==> src/inc/pf_port_cfg.svh <==
// constants of the group-zero port controller: offsets, fields, resets
// assumes 16-bit registers on a byte-addressed plain register port
`ifndef PF_PORT_CFG_SVH
`define PF_PORT_CFG_SVH

`define PF_ADDR_W          5
`define PF_DATA_W          16
`define PF_OFS_CLK_CTRL    5'h00
`define PF_OFS_GRP_SUM     5'h02
`define PF_OFS_DATA        5'h04
`define PF_OFS_IO_EN       5'h06
`define PF_OFS_PULL        5'h08
`define PF_OFS_IRQ_FLAGS   5'h0a
`define PF_OFS_IRQ_CTRL    5'h0c
`define PF_OFS_FILT_EN     5'h0e
`define PF_OFS_MODE_SEL    5'h10
`define PF_OFS_FUNC_SEL    5'h12

`define PF_CLK_SRC_LSB     0
`define PF_CLK_KRST_LSB    2
`define PF_CLK_DIV_LSB     4
`define PF_CLK_DEBUG_RUN_BIT   8
`define PF_HI_LSB          8
`define PF_RESET_VAL       16'h0000
`define PF_SRC_PRESENT     4'h7
`define PF_GRP_IRQ_MASK    13'h0007
`define PF_FILT_DEPTH      3

`endif

==> src/inc/pf_port_pkg.sv <==
// types of the group-zero port controller
// assumes pf_port_cfg.svh holds all numeric constants
package pf_port_pkg;

    // clock source codes of the port operating clock
    typedef enum logic [1:0] {
        PF_SRC_INTERNAL,
        PF_SRC_LOW_SPEED,
        PF_SRC_HIGH_SPEED,
        PF_SRC_EXTERNAL
    } pf_src_t;

    // pin function codes used while the peripheral mode bit is set
    typedef enum logic [1:0] {
        PF_FN_DEDICATED,
        PF_FN_UNIVERSAL_PORT_MULTIPLEXER,
        PF_FN_SPARE2,
        PF_FN_SPARE3
    } pf_func_t;

endpackage : pf_port_pkg

==> src/rtl/pf_chat_filter.sv <==
// chattering filter for a group of port inputs
// assumes sample_i is a one-cycle enable from the port clock divider
`timescale 1ns/1ps
`default_nettype none

module pf_chat_filter
    import pf_port_pkg::*;
#(
    parameter int WIDTH = 7,
    parameter int DEPTH = 3
) (
    // clock and reset
    input  wire logic             clock_i,
    input  wire logic             rst_n_i,
    // control
    input  wire logic             sample_i,
    input  wire logic [WIDTH-1:0] enable_i,
    // data
    input  wire logic [WIDTH-1:0] raw_i,
    output logic      [WIDTH-1:0] filt_o
);

    logic [WIDTH-1:0] hist_r   [DEPTH];
    logic [WIDTH-1:0] hist_nxt [DEPTH];
    logic [WIDTH-1:0] stable_r;
    logic [WIDTH-1:0] stable_nxt;
    logic [WIDTH-1:0] out_r;
    logic [WIDTH-1:0] out_nxt;

    // a level only counts once DEPTH samples in a row agree
    always_comb begin
        logic [WIDTH-1:0] all_hi;
        logic [WIDTH-1:0] all_lo;
        all_hi = '1;
        all_lo = '1;
        for (int i = 0; i < DEPTH; i++) begin
            all_hi = all_hi & hist_r[i];
            all_lo = all_lo & ~hist_r[i];
        end
        for (int i = 0; i < DEPTH; i++) begin
            hist_nxt[i] = hist_r[i];
        end
        if (sample_i) begin
            hist_nxt[0] = raw_i;
            for (int i = 1; i < DEPTH; i++) begin
                hist_nxt[i] = hist_r[i-1];
            end
        end
        stable_nxt = (stable_r | all_hi) & ~all_lo;
        // bypass takes the pin directly, without the sampling delay
        out_nxt    = (enable_i & stable_r) | (~enable_i & raw_i);
    end

    always_ff @(posedge clock_i or negedge rst_n_i) begin
        if (!rst_n_i) begin
            for (int i = 0; i < DEPTH; i++) begin
                hist_r[i] <= '0;
            end
            stable_r <= '0;
            out_r    <= '0;
        end else begin
            hist_r   <= hist_nxt;
            stable_r <= stable_nxt;
            out_r    <= out_nxt;
        end
    end

    assign filt_o = out_r;

endmodule : pf_chat_filter

`default_nettype wire

==> src/rtl/pf_port_ctrl.sv <==
// group-zero port controller: clock setup, key reset, pins, registers
// assumes source clock ticks are one-cycle enables on clock_i
//
// Operation
// - key reset when lowest two, three or four inputs low, codes 1-3.
// - four-bit divider sets port clock ratio, also the filter clock.
// - two-bit source field picks internal, low, high or external.
// - divider code n divides by two to the power n.
// - filter samples at the divided source rate.
// - source codes of absent sources are not accepted.
// - port clock stops in debug mode unless debug run is set.
// - summary bit reads one while its group has a pending flag.
// - summary bit clears once the causing flag is cleared.
// - summary bits only for interrupt groups; bits 15-13 read zero.
// - seven pins, bits 6-0; bits 7 and 15 read zero.
// - data register: outputs 14-8 writable, inputs 6-0 read-only.
// - writing one clears an interrupt flag; zero leaves it.
// - two-bit function field per pin in 13-0; 15-14 read zero.
// - function 0 routes dedicated peripheral, 1 the port multiplexer.
// - mode bit 0 selects general I/O, 1 the peripheral function.
// - edge bit 1 flags falling edges, 0 rising edges.
// - filter enable 0 bypasses the filter, 1 uses it.
// - output enable 0 floats the pin, 1 drives the data bit.
//
// Design decisions made here: the register addresses and the address-and-strobe port.
`timescale 1ns/1ps
`default_nettype none
`include "pf_port_cfg.svh"

module pf_port_ctrl
    import pf_port_pkg::*;
#(
    parameter int          PINS          = 7,
    parameter logic [3:0]  SRC_PRESENT   = `PF_SRC_PRESENT,
    parameter logic [12:0] GRP_IRQ_MASK  = `PF_GRP_IRQ_MASK
) (
    // clock and reset
    input  wire logic                  clock_i,
    input  wire logic                  rst_n_i,
    // register port
    input  wire logic [`PF_ADDR_W-1:0] reg_addr_i,
    input  wire logic [`PF_DATA_W-1:0] reg_wdata_i,
    input  wire logic                  reg_wr_i,
    input  wire logic                  reg_rd_i,
    output logic      [`PF_DATA_W-1:0] reg_rdata_o,
    // clock sources and debug state
    input  wire logic [3:0]            src_tick_i,
    input  wire logic                  debug_mode_i,
    // pins
    input  wire logic [PINS-1:0]       pin_in_i,
    output logic      [PINS-1:0]       pin_out_o,
    output logic      [PINS-1:0]       pin_oe_n_o,
    output logic      [PINS-1:0]       pull_enable_o,
    output logic      [PINS-1:0]       pull_direction_o,
    // peripheral side
    input  wire logic [PINS-1:0]       periph_out_i,
    input  wire logic [PINS-1:0]       periph_oe_i,
    output logic      [PINS-1:0]       periph_in_o,
    input  wire logic [PINS-1:0]       universal_port_multiplexer_out_i,
    input  wire logic [PINS-1:0]       universal_port_multiplexer_oe_i,
    output logic      [PINS-1:0]       universal_port_multiplexer_in_o,
    // other groups and system
    input  wire logic [12:1]           group_pending_i,
    output logic                       group0_pending_o,
    output logic                       key_reset_o
);

    ////////////////////////////////////////////////////////////////////
    // register state

    logic            debug_run_r,  debug_run_nxt;
    logic [3:0]      clk_div_r,    clk_div_nxt;
    logic [1:0]      key_cfg_r,    key_cfg_nxt;
    pf_src_t         clk_src_r,    clk_src_nxt;
    logic [PINS-1:0] out_val_r,    out_val_nxt;
    logic [PINS-1:0] in_en_r,      in_en_nxt;
    logic [PINS-1:0] out_en_r,     out_en_nxt;
    logic [PINS-1:0] pull_dir_r,   pull_dir_nxt;
    logic [PINS-1:0] pull_en_r,    pull_en_nxt;
    logic [PINS-1:0] flags_r,      flags_nxt;
    logic [PINS-1:0] edge_sel_r,   edge_sel_nxt;
    logic [PINS-1:0] irq_en_r,     irq_en_nxt;
    logic [PINS-1:0] filt_en_r,    filt_en_nxt;
    logic [PINS-1:0] mode_r,       mode_nxt;
    logic [2*PINS-1:0] func_r,     func_nxt;
    logic [15:0]     rdata_r,      rdata_nxt;

    logic [PINS-1:0] filt_in;
    logic [PINS-1:0] in_val;
    logic [PINS-1:0] prev_in_r,    prev_in_nxt;
    logic [PINS-1:0] pin_event;
    logic [12:0]     grp_sum;
    logic [15:0]     rd_mux;
    logic [14:0]     div_cnt_r,    div_cnt_nxt;
    logic            port_tick;
    logic            src_tick_sel;
    logic            clk_run;
    logic            key_hit;
    logic            key_rst_r,    key_rst_nxt;
    pf_src_t         src_wr;

    function automatic logic [14:0] div_mask(input logic [3:0] code);
        div_mask = 15'((32'h1 << code) - 32'h1);
    endfunction : div_mask

    function automatic logic [15:0] pack_hi_lo(input logic [PINS-1:0] hi,
                                               input logic [PINS-1:0] lo);
        pack_hi_lo = '0;
        pack_hi_lo[`PF_HI_LSB +: PINS] = hi;
        pack_hi_lo[PINS-1:0]           = lo;
    endfunction : pack_hi_lo

    function automatic logic wr_at(input logic [`PF_ADDR_W-1:0] ofs);
        wr_at = reg_wr_i && (reg_addr_i == ofs);
    endfunction : wr_at

    ////////////////////////////////////////////////////////////////////
    // port operating clock: source select and power-of-two divider

    assign src_wr  = pf_src_t'(reg_wdata_i[`PF_CLK_SRC_LSB +: 2]);
    assign clk_run = debug_run_r || !debug_mode_i;
    assign src_tick_sel = src_tick_i[clk_src_r];

    always_comb begin
        port_tick   = 1'b0;
        div_cnt_nxt = div_cnt_r;
        if (clk_run && src_tick_sel) begin
            // tick when the low n bits have all counted up
            if ((div_cnt_r & div_mask(clk_div_r)) == div_mask(clk_div_r))
            begin
                port_tick   = 1'b1;
                div_cnt_nxt = '0;
            end else begin
                div_cnt_nxt = div_cnt_r + 15'h0001;
            end
        end
    end

    always_ff @(posedge clock_i or negedge rst_n_i) begin
        if (!rst_n_i) begin
            div_cnt_r <= '0;
        end else begin
            div_cnt_r <= div_cnt_nxt;
        end
    end

    ////////////////////////////////////////////////////////////////////
    // input path, filter and pin events

    pf_chat_filter #(
        .WIDTH    (PINS),
        .DEPTH    (`PF_FILT_DEPTH)
    ) u_filter (
        .clock_i  (clock_i),
        .rst_n_i  (rst_n_i),
        .sample_i (port_tick),
        .enable_i (filt_en_r),
        .raw_i    (pin_in_i),
        .filt_o   (filt_in)
    );

    // peripheral pins and disabled inputs read as zero
    assign in_val      = filt_in & in_en_r & ~mode_r;
    assign prev_in_nxt = in_val;
    assign pin_event   = irq_en_r & ((edge_sel_r & prev_in_r & ~in_val) |
                                     (~edge_sel_r & ~prev_in_r & in_val));

    always_ff @(posedge clock_i or negedge rst_n_i) begin
        if (!rst_n_i) begin
            prev_in_r <= '0;
        end else begin
            prev_in_r <= prev_in_nxt;
        end
    end

    ////////////////////////////////////////////////////////////////////
    // key-entry reset, held while the selected inputs stay low

    always_comb begin
        unique case (key_cfg_r)
            2'h0: key_hit = 1'b0;
            2'h1: key_hit = ~|filt_in[1:0];
            2'h2: key_hit = ~|filt_in[2:0];
            2'h3: key_hit = ~|filt_in[3:0];
        endcase
        key_rst_nxt = key_hit;
    end

    always_ff @(posedge clock_i or negedge rst_n_i) begin
        if (!rst_n_i) begin
            key_rst_r <= 1'b0;
        end else begin
            key_rst_r <= key_rst_nxt;
        end
    end

    ////////////////////////////////////////////////////////////////////
    // pin output and peripheral routing

    always_comb begin
        pin_out_o        = '0;
        pin_oe_n_o       = '1;
        pull_enable_o    = '0;
        pull_direction_o = pull_dir_r;
        periph_in_o      = '0;
        universal_port_multiplexer_in_o       = '0;
        for (int i = 0; i < PINS; i++) begin
            if (!mode_r[i]) begin
                pin_out_o[i]     = out_val_r[i];
                pin_oe_n_o[i]    = ~out_en_r[i];
                // pulls only act on an undriven general-purpose pin
                pull_enable_o[i] = pull_en_r[i] & ~out_en_r[i];
            end else begin
                unique case (pf_func_t'(func_r[2*i +: 2]))
                    PF_FN_DEDICATED: begin
                        pin_out_o[i]   = periph_out_i[i];
                        pin_oe_n_o[i]  = ~periph_oe_i[i];
                        periph_in_o[i] = pin_in_i[i];
                    end
                    PF_FN_UNIVERSAL_PORT_MULTIPLEXER: begin
                        pin_out_o[i]   = universal_port_multiplexer_out_i[i];
                        pin_oe_n_o[i]  = ~universal_port_multiplexer_oe_i[i];
                        universal_port_multiplexer_in_o[i]  = pin_in_i[i];
                    end
                    PF_FN_SPARE2, PF_FN_SPARE3: begin
                        pin_oe_n_o[i]  = 1'b1;
                    end
                endcase
            end
        end
    end

    ////////////////////////////////////////////////////////////////////
    // registers: write decode and read mux

    assign grp_sum = GRP_IRQ_MASK & {group_pending_i, |flags_r};

    always_comb begin
        debug_run_nxt = debug_run_r;
        clk_div_nxt   = clk_div_r;
        key_cfg_nxt   = key_cfg_r;
        clk_src_nxt   = clk_src_r;
        out_val_nxt   = out_val_r;
        in_en_nxt     = in_en_r;
        out_en_nxt    = out_en_r;
        pull_dir_nxt  = pull_dir_r;
        pull_en_nxt   = pull_en_r;
        edge_sel_nxt  = edge_sel_r;
        irq_en_nxt    = irq_en_r;
        filt_en_nxt   = filt_en_r;
        mode_nxt      = mode_r;
        func_nxt      = func_r;
        if (wr_at(`PF_OFS_CLK_CTRL)) begin
            debug_run_nxt = reg_wdata_i[`PF_CLK_DEBUG_RUN_BIT];
            clk_div_nxt   = reg_wdata_i[`PF_CLK_DIV_LSB +: 4];
            key_cfg_nxt   = reg_wdata_i[`PF_CLK_KRST_LSB +: 2];
            // an absent source keeps the previous selection
            if (SRC_PRESENT[src_wr]) begin
                clk_src_nxt = src_wr;
            end
        end
        if (wr_at(`PF_OFS_DATA)) begin
            out_val_nxt = reg_wdata_i[`PF_HI_LSB +: PINS];
        end
        if (wr_at(`PF_OFS_IO_EN)) begin
            in_en_nxt  = reg_wdata_i[`PF_HI_LSB +: PINS];
            out_en_nxt = reg_wdata_i[PINS-1:0];
        end
        if (wr_at(`PF_OFS_PULL)) begin
            pull_dir_nxt = reg_wdata_i[`PF_HI_LSB +: PINS];
            pull_en_nxt  = reg_wdata_i[PINS-1:0];
        end
        if (wr_at(`PF_OFS_IRQ_CTRL)) begin
            edge_sel_nxt = reg_wdata_i[`PF_HI_LSB +: PINS];
            irq_en_nxt   = reg_wdata_i[PINS-1:0];
        end
        if (wr_at(`PF_OFS_FILT_EN)) begin
            filt_en_nxt = reg_wdata_i[PINS-1:0];
        end
        if (wr_at(`PF_OFS_MODE_SEL)) begin
            mode_nxt = reg_wdata_i[PINS-1:0];
        end
        if (wr_at(`PF_OFS_FUNC_SEL)) begin
            func_nxt = reg_wdata_i[2*PINS-1:0];
        end
        // a new event beats a clear in the same cycle
        flags_nxt = flags_r;
        if (wr_at(`PF_OFS_IRQ_FLAGS)) begin
            flags_nxt = flags_r & ~reg_wdata_i[PINS-1:0];
        end
        flags_nxt = flags_nxt | pin_event;
    end

    always_comb begin
        rd_mux = '0;
        unique case (reg_addr_i)
            `PF_OFS_CLK_CTRL: begin
                rd_mux[`PF_CLK_DEBUG_RUN_BIT]      = debug_run_r;
                rd_mux[`PF_CLK_DIV_LSB +: 4]   = clk_div_r;
                rd_mux[`PF_CLK_KRST_LSB +: 2]  = key_cfg_r;
                rd_mux[`PF_CLK_SRC_LSB +: 2]   = clk_src_r;
            end
            `PF_OFS_GRP_SUM:   rd_mux[12:0] = grp_sum;
            `PF_OFS_DATA:      rd_mux = pack_hi_lo(out_val_r, in_val);
            `PF_OFS_IO_EN:     rd_mux = pack_hi_lo(in_en_r, out_en_r);
            `PF_OFS_PULL:      rd_mux = pack_hi_lo(pull_dir_r, pull_en_r);
            `PF_OFS_IRQ_FLAGS: rd_mux[PINS-1:0] = flags_r;
            `PF_OFS_IRQ_CTRL:  rd_mux = pack_hi_lo(edge_sel_r, irq_en_r);
            `PF_OFS_FILT_EN:   rd_mux[PINS-1:0] = filt_en_r;
            `PF_OFS_MODE_SEL:  rd_mux[PINS-1:0] = mode_r;
            `PF_OFS_FUNC_SEL:  rd_mux[2*PINS-1:0] = func_r;
            default:           rd_mux = '0;
        endcase
        // read data stand for one cycle only
        rdata_nxt = reg_rd_i ? rd_mux : `PF_RESET_VAL;
    end

    always_ff @(posedge clock_i or negedge rst_n_i) begin
        if (!rst_n_i) begin
            debug_run_r <= 1'b0;
            clk_div_r   <= '0;
            key_cfg_r   <= '0;
            clk_src_r   <= PF_SRC_INTERNAL;
            out_val_r   <= '0;
            in_en_r     <= '0;
            out_en_r    <= '0;
            pull_dir_r  <= '0;
            pull_en_r   <= '0;
            flags_r     <= '0;
            edge_sel_r  <= '0;
            irq_en_r    <= '0;
            filt_en_r   <= '0;
            mode_r      <= '0;
            func_r      <= '0;
            rdata_r     <= `PF_RESET_VAL;
        end else begin
            debug_run_r <= debug_run_nxt;
            clk_div_r   <= clk_div_nxt;
            key_cfg_r   <= key_cfg_nxt;
            clk_src_r   <= clk_src_nxt;
            out_val_r   <= out_val_nxt;
            in_en_r     <= in_en_nxt;
            out_en_r    <= out_en_nxt;
            pull_dir_r  <= pull_dir_nxt;
            pull_en_r   <= pull_en_nxt;
            flags_r     <= flags_nxt;
            edge_sel_r  <= edge_sel_nxt;
            irq_en_r    <= irq_en_nxt;
            filt_en_r   <= filt_en_nxt;
            mode_r      <= mode_nxt;
            func_r      <= func_nxt;
            rdata_r     <= rdata_nxt;
        end
    end

    assign reg_rdata_o      = rdata_r;
    assign group0_pending_o = |flags_r;
    assign key_reset_o      = key_rst_r;
endmodule : pf_port_ctrl

`default_nettype wire

==> config.mk <==
export PLATFORM = sky130hd
export DESIGN_NAME = pf_port_ctrl
export DESIGN_NICKNAME = d
export VERILOG_FILES = /design/src/inc/pf_port_pkg.sv /design/src/rtl/pf_chat_filter.sv /design/src/rtl/pf_port_ctrl.sv
export VERILOG_INCLUDE_DIRS = /design/src /design/src/inc
export SDC_FILE = /design/constraint.sdc
export NUM_CORES = 1
export LEC_CHECK = 0
export BUFFER_PORTS_ARGS = -buffer_cell sky130_fd_sc_hd__buf_2
export CAP_MARGIN = 20
export CELL_PAD_IN_SITES_DETAIL_PLACEMENT = 1
export CELL_PAD_IN_SITES_GLOBAL_PLACEMENT = 1
export CORE_MARGIN = 2
export CORE_UTILIZATION = 46
export CTS_BUF_LIST = sky130_fd_sc_hd__clkbuf_4 sky130_fd_sc_hd__clkbuf_8
export DETAILED_ROUTE_END_ITERATION = 10
export GPL_TIMING_DRIVEN = 0
export HOLD_SLACK_MARGIN = 0.12
export PLACE_DENSITY_LB_ADDON = 0.1
export SETUP_SLACK_MARGIN = 0.5
export SYNTH_ARGS = -nofsm -noshare
export SYNTH_HDL_FRONTEND = slang
export SYNTH_SLANG_ARGS = --single-unit
==> constraint.sdc <==
create_clock -name clock_i -period 3.3 [get_ports clock_i]
set_input_delay 0.66 -clock clock_i [delete_from_list [all_inputs] [get_ports clock_i]]
set_output_delay 0.66 -clock clock_i [all_outputs]
set_load 0.02 [all_outputs]
# ---- Yosys cells after proc, flatten, opt, wreduce, memory -nomap -nowiden
# Index checks and enable logic that the tools add are counted.
dict set report word_totals {
  ff_bits 167
  latch_bits 0
  ram_bits 0
  mem_bits_ro 0
  input_bits 77
  output_inout_bits 60
  wordCells 235
  memories 0
}
dict set report op_classes {
  addsub 2
  mul 0
  div 0
  order_cmp 2
  eq_ne 34
  shift 1
  mux 78
  n_bitwise 58
  n_reduce_logical 36
}
# cell n
set ops {}
lappend ops {{$and 7x7->7} 15}
lappend ops {{$not 7->7} 10}
lappend ops {{$pmux 7 s10} 1}
lappend ops {{$mux 1} 53}
lappend ops {{$eq 2x2->1 const B} 16}
lappend ops {{$or 7x7->7} 4}
lappend ops {{$not 1->1} 21}
lappend ops {{$pmux 1 s3} 7}
lappend ops {{$eq 5x4->1 const B} 4}
lappend ops {{$pmux 4 s5} 1}
lappend ops {{$eq 2x1->1 const B} 8}
lappend ops {{$logic_not 2->1} 8}
lappend ops {{$mux 16} 1}
lappend ops {{$reduce_or 2->1} 8}
lappend ops {{$add 15x1->15 const B} 1}
lappend ops {{$and 15x15->15} 1}
lappend ops {{$eq 15x15->1} 1}
lappend ops {{$mux 15} 1}
lappend ops {{$shl 1x4->15 const A} 1}
lappend ops {{$sub 15x1->15 const B} 1}
lappend ops {{$pmux 1 s2} 7}
lappend ops {{$pmux 2 s6} 1}
lappend ops {{$eq 5x3->1 const B} 2}
lappend ops {{$eq 5x5->1 const B} 2}
lappend ops {{15 further kinds} 36}

# ---- Depth between registers and ports, before layout
dict set report logic_depth {
  depth_word 7
  mapped_depth 13
  depth_no_buf 9
}

# ---- Hierarchy
# A second synthesis with hierarchy kept.
dict set report hier_totals {
  hier_cells 703
  area_unflattened_um2 8018.9
}
# mod instances cells_per_inst area_each_um2 seq_area_each_um2
set modules_own_cells {}
lappend modules_own_cells {pf_port_ctrl 1 602 6660.1 3278.1}
lappend modules_own_cells {pf_chat_filter 1 101 1358.8 875.8}

# ---- Worst setup path after synthesis
# No wires, ideal clock.
dict set report synth_timing {
  path_type {reg2reg}
  from {register clk_div_r[3]}
  to {register u_filter.hist_r[14] (netlist name)}
  setup_time_ns 0.125
  arrival_ns 2.765
  t_required_ns 3.175
  slack_ns 0.410
  stages_incl_launch_ff 13
  n_path_buf 4
  synth_period_minus_slack_ns 2.890
  cell_sequence {dfrtp_1 -> clkbuf_1 -> buf_2 -> nor3_1 -> nand2_1 -> ha_1 -> buf_2 -> mux2_2 -> a221o_1 -> nor3_2 -> nand2_2 -> buf_6 -> mux2_4}
}
dict set report synth_between {
  elab_chain_cells 6
}
# element line
set synth_rtl {}
lappend synth_rtl {{start: declaration} pf_port_ctrl.sv:72} ;# logic [3:0] clk_div_r, clk_div_nxt;
lappend synth_rtl {{start signal: assignment} pf_port_ctrl.sv:338} ;# clk_div_r <= clk_div_nxt;
lappend synth_rtl {{$shl 1x4->15 (*)} pf_port_ctrl.sv:103} ;# div_mask = 15'((32'h1 << code) - 32'h1);
lappend synth_rtl {{$sub 15x1->15 (*)} pf_port_ctrl.sv:103}
lappend synth_rtl {{$and 15x15->15} pf_port_ctrl.sv:129} ;# if ((div_cnt_r & div_mask(clk_div_r)) == div_mask(clk_div_r))
lappend synth_rtl {{$eq 15x15->1 (*)} pf_port_ctrl.sv:129}
lappend synth_rtl {{$mux 1 (*)} pf_port_ctrl.sv:129}
lappend synth_rtl {{$mux 1 (*)} pf_port_ctrl.sv:127} ;# if (clk_run && src_tick_sel) begin
lappend synth_rtl {{end signal: assignment} pf_chat_filter.sv:62} ;# hist_r <= hist_nxt;
lappend synth_rtl {{end: declaration} pf_chat_filter.sv:23} ;# logic [WIDTH-1:0] hist_r [DEPTH];
# Mark *: on every way between the ends. The rest lies on a longest branch, timed or not.
# A chain may end at the register's enable or synchronous reset.

# ---- Worst setup path in the final report
dict set report layout_timing {
  from {register clk_div_r[1]}
  to {register u_filter.hist_r[12] (netlist name)}
}
# The elaborated chain is that of the path after synthesis.

==> results_dict.tcl <==
set metrics [dict create \
    status "complete, no violations" \
    r2r_start "clk_div_r[1]$_DFFE_PN0P_" \
    crit_fanout 6 \
    whs_ns 0.453 \
    grt_pass1_wl_mm 39.8 \
    cts_tree "yes" \
    start_util 0.466 \
    grt-ovfl-total 0 \
    cp.depth 11 \
    crit_path_cell_trace "buf_6, nor3_4, nand2_2, ha_4, buf_6, mux2_2, a221o_1, nor3_4, nand2_4, buf_12, mux2_4" \
    rows 48 \
    num-fill-cells 1923 \
    areaGrowthSynthToFinish_pct 21.2 \
    drcViolationCount 0 \
    io_pins 137 \
    critPathLaunch "clk_div_r[1]$_DFFE_PN0P_" \
    wire_per_inst_um 23.4 \
    h-tree-depth 4 \
    synthDistinctLibCells 57 \
    total_power_w 0.00597 \
    crit_arrival_ns 3.21 \
    track_usage 0.289 \
    finalSetupViolCount 0 \
    cts_max_path_buffers 2 \
    drtIter0Drc 429 \
    relSlewSlack 0.328 \
    yosys_most_used_dff "dfrtp_1" \
    syn_inst 698 \
    leakage_nw 4.52 \
    cp_slowest_stage_delay_ns 0.42 \
    worst_pin_slew_ns 1.01 \
    crit_type "reg -> reg" \
    dieArea_um2 18500 \
    crit_path_end_kind "register" \
    rsz0062_at_grt "yes" \
    vias_per_cell 6.00 \
    regToRegSetupSlack_ns 0.43 \
    fin_skew_ns 0.0139 \
    syn-cell-area_um2 8010 \
    final_core_util 0.565 \
    antenna_found_initial 0 \
    worstSetupStartpointType "register" \
    hp-class "in -> reg" \
    die_w_um 136 \
    core_um2 17200 \
    synth-async-reset-ratio 1.00 \
    drive_above_1_share 0.378 \
    place_hpwl_mm 18.4 \
    grt_pass1_vias 7038 \
    clock_latency_ns 0.46 \
    nNetsFinal 941 \
    first_pass_iters 6 \
    yosysSeqAreaShare 0.519 \
    drv_cap 0 \
    drt-total-wl_mm 25.8 \
    reg2regPathDepth 11 \
    synth_warnings 0 \
    maxSlewViolCount 0 \
    p_per_area_nw_per_um2 615 \
    portBuffers 121 \
    place.gp.congestion 0.844 \
    r2r_end "u_filter.hist_r[12]$_DFFE_PN0P_" \
    ant_nets 0 \
    die_h_um 136 \
    max-vdd-ir-drop_mv 0.299 \
    critPathBufInv 3 \
    synth-seq-cells 166 \
    vias 6596 \
    cp_slowest_cell "dfrtp_1" \
    clock_sinks 166 \
    crit_end "u_filter.hist_r[12]$_DFFE_PN0P_" \
    syn_nets 777 \
    syn_avg_cell_area_um2 11.5 \
    grt_max_degree 111 \
    cts_root_buffer "clkbuf_8" \
    critical_path.top_delay_family "simple AND/OR/NAND/NOR gates" \
    hold_viol_final 0 \
    cts-buffers-inserted 17 \
    fmax_ghz 0.348 \
    cp.required_ns 3.64 \
    finalCriticalPeriod_ns 2.87 \
    clk_pin_slew_ns 0.10 \
    timing.final.crit_share 0.870 \
    synth-edff-count 0 \
]
## cell usage after synthesis (3+ instances only)
library cell / count / share of area
nand3b_1: 3 / 0.0028
nand4_1: 7 / 0.0055
nor3_1: 12 / 0.0075
or3_1: 4 / 0.0031
and2_1: 4 / 0.0031
a221oi_1: 6 / 0.0066
a32o_1: 4 / 0.0050
nand2_1: 62 / 0.029
buf_2: 6 / 0.0037
mux2_4: 10 / 0.019
and3_1: 12 / 0.0094
a21oi_1: 37 / 0.023
a222oi_1: 10 / 0.012
mux2_1: 7 / 0.0098
a22o_1: 14 / 0.015
dfrtp_1: 166 / 0.52
nor3b_1: 11 / 0.010
xnor2_1: 5 / 0.0055
o21ai_0: 30 / 0.019
a22oi_1: 28 / 0.026
xor2_1: 6 / 0.0066
mux2_2: 108 / 0.15
nor2b_1: 14 / 0.011
nand3_1: 6 / 0.0037
mux2i_1: 10 / 0.012
inv_1: 16 / 0.0075
clkbuf_1: 19 / 0.0089
nor2_1: 38 / 0.018
buf_1: 4 / 0.0019
## layer usage
layer | part of all wire | global-route usage
met5 | 0 | 0
met4 | 0.023 | 0.101
met3 | 0.052 | 0.0462
met2 | 0.50 | 0.490
met1 | 0.43 | 0.376
## area by class of cell
cell class	count	area [um2]	share of cell area
antenna	1	2.50	0.000258
buffer	32	205	0.0211
clock buffer	17	234	0.0241
clock inverter	14	140	0.0144
inverter	17	63.8	0.00657
multi-input combinational	483	3770	0.388
sequential	166	4160	0.428
tap	225	282	0.0290
timing repair buffer	145	857	0.0883
## layout by cell type, fill, tap and decap left out, types with 9 or more instances in the layout
| cell type | instances |
|---|---|
| mux2_4 | 17 |
| inv_1 | 16 |
| a21oi_1 | 36 |
| a22o_1 | 14 |
| and3_1 | 12 |
| buf_4 | 20 |
| dfrtp_1 | 165 |
| nand2_1 | 60 |
| nor3_1 | 9 |
| a22oi_1 | 28 |
| nor2_1 | 36 |
| a222oi_1 | 10 |
| o21ai_0 | 30 |
| buf_2 | 122 |
| mux2_2 | 108 |
| nor3b_1 | 10 |
| clkbuf_1 | 17 |
| mux2i_1 | 10 |
| nor2b_1 | 14 |
| clkbuf_8 | 18 |
## power by group
group | internal (W) | leakage (nW) | switching, W
Combinational | 0.000831 | 2.17 | 0.000827
Clock | 0.000614 | 0.187 | 0.000810
Sequential | 0.00244 | 2.17 | 0.000450
## stage by stage
step                      setup TNS (ns)  cells  area, um2  setup WS, ns
final                                  0   1100       9710         0.430
after detailed placement          -0.238   1046       8960       -0.0396
after global placement           -154.28   1044       8910        -0.941
after global routing                   0   1099       9710         0.340
after CTS                              0   1093       9590         0.498
after floorplan                        0    698       8030         0.528
## worst min-delay path by stage
stage                                  from                         endpoint  slack, ns  cells past startpoint
2_1_floorplan                       rst_n_i         clk_div_r[0]$_DFFE_PN0P_       0.36                      0
3_3_place_gp   u_filter.filt_o[1]$_DFF_PN0_            key_reset_o$_DFF_PN0_       0.49                      1
3_5_place_dp   u_filter.filt_o[1]$_DFF_PN0_            key_reset_o$_DFF_PN0_       0.50                      1
4_1_cts                         pin_in_i[1]  u_filter.hist_r[15]$_DFFE_PN0P_       0.42                      2
5_1_grt                         pin_in_i[1]  u_filter.hist_r[15]$_DFFE_PN0P_       0.43                      2
6_report                        pin_in_i[1]  u_filter.hist_r[15]$_DFFE_PN0P_       0.45                      2
## sequential cells by signal, summed over array words and instances (netlist names)
register and cells:
in_en_r 7, prev_in_r 7, key_cfg_r 2, out_val_r 7
key_reset_o 1, u_filter.stable_r 7, mode_r 7, reg_rdata_o 15
pull_direction_o 7, pull_en_r 7, edge_sel_r 7, out_en_r 7
clk_div_r 4, clk_src_r 2, u_filter.filt_o 7, flags_r 7
irq_en_r 7, debug_run_r 1, div_cnt_r 15, u_filter.hist_r 21
filt_en_r 7, func_r 14
## cells by family (layout without fill, tap and decap cells)
kind of cell | count (synthesis) | count (layout) | share of synthesized area
AND/OR/NAND/NOR | 189 | 189 | 0.121
flip-flops | 166 | 166 | 0.519
AO/OA/AOI/OAI | 144 | 144 | 0.123
multiplexers | 136 | 136 | 0.196
buffers and inverters | 49 | 225 | 0.0262
XOR/XNOR | 11 | 11 | 0.0120
adder cells (fa/ha/maj) | 2 | 2 | 0.00312
other | 1 | 2 | 0.000468
## repair_timing
action,in CTS,in global routing
pin swaps,6,7
endpoints found under the hold margin,3,0
gates resized for setup,27,14
endpoints found under the setup margin,42,56
hold buffers,1,0
setup buffers,13,5
gates cloned,2,1
Note: power is estimated with default switching activity, not from simulation.
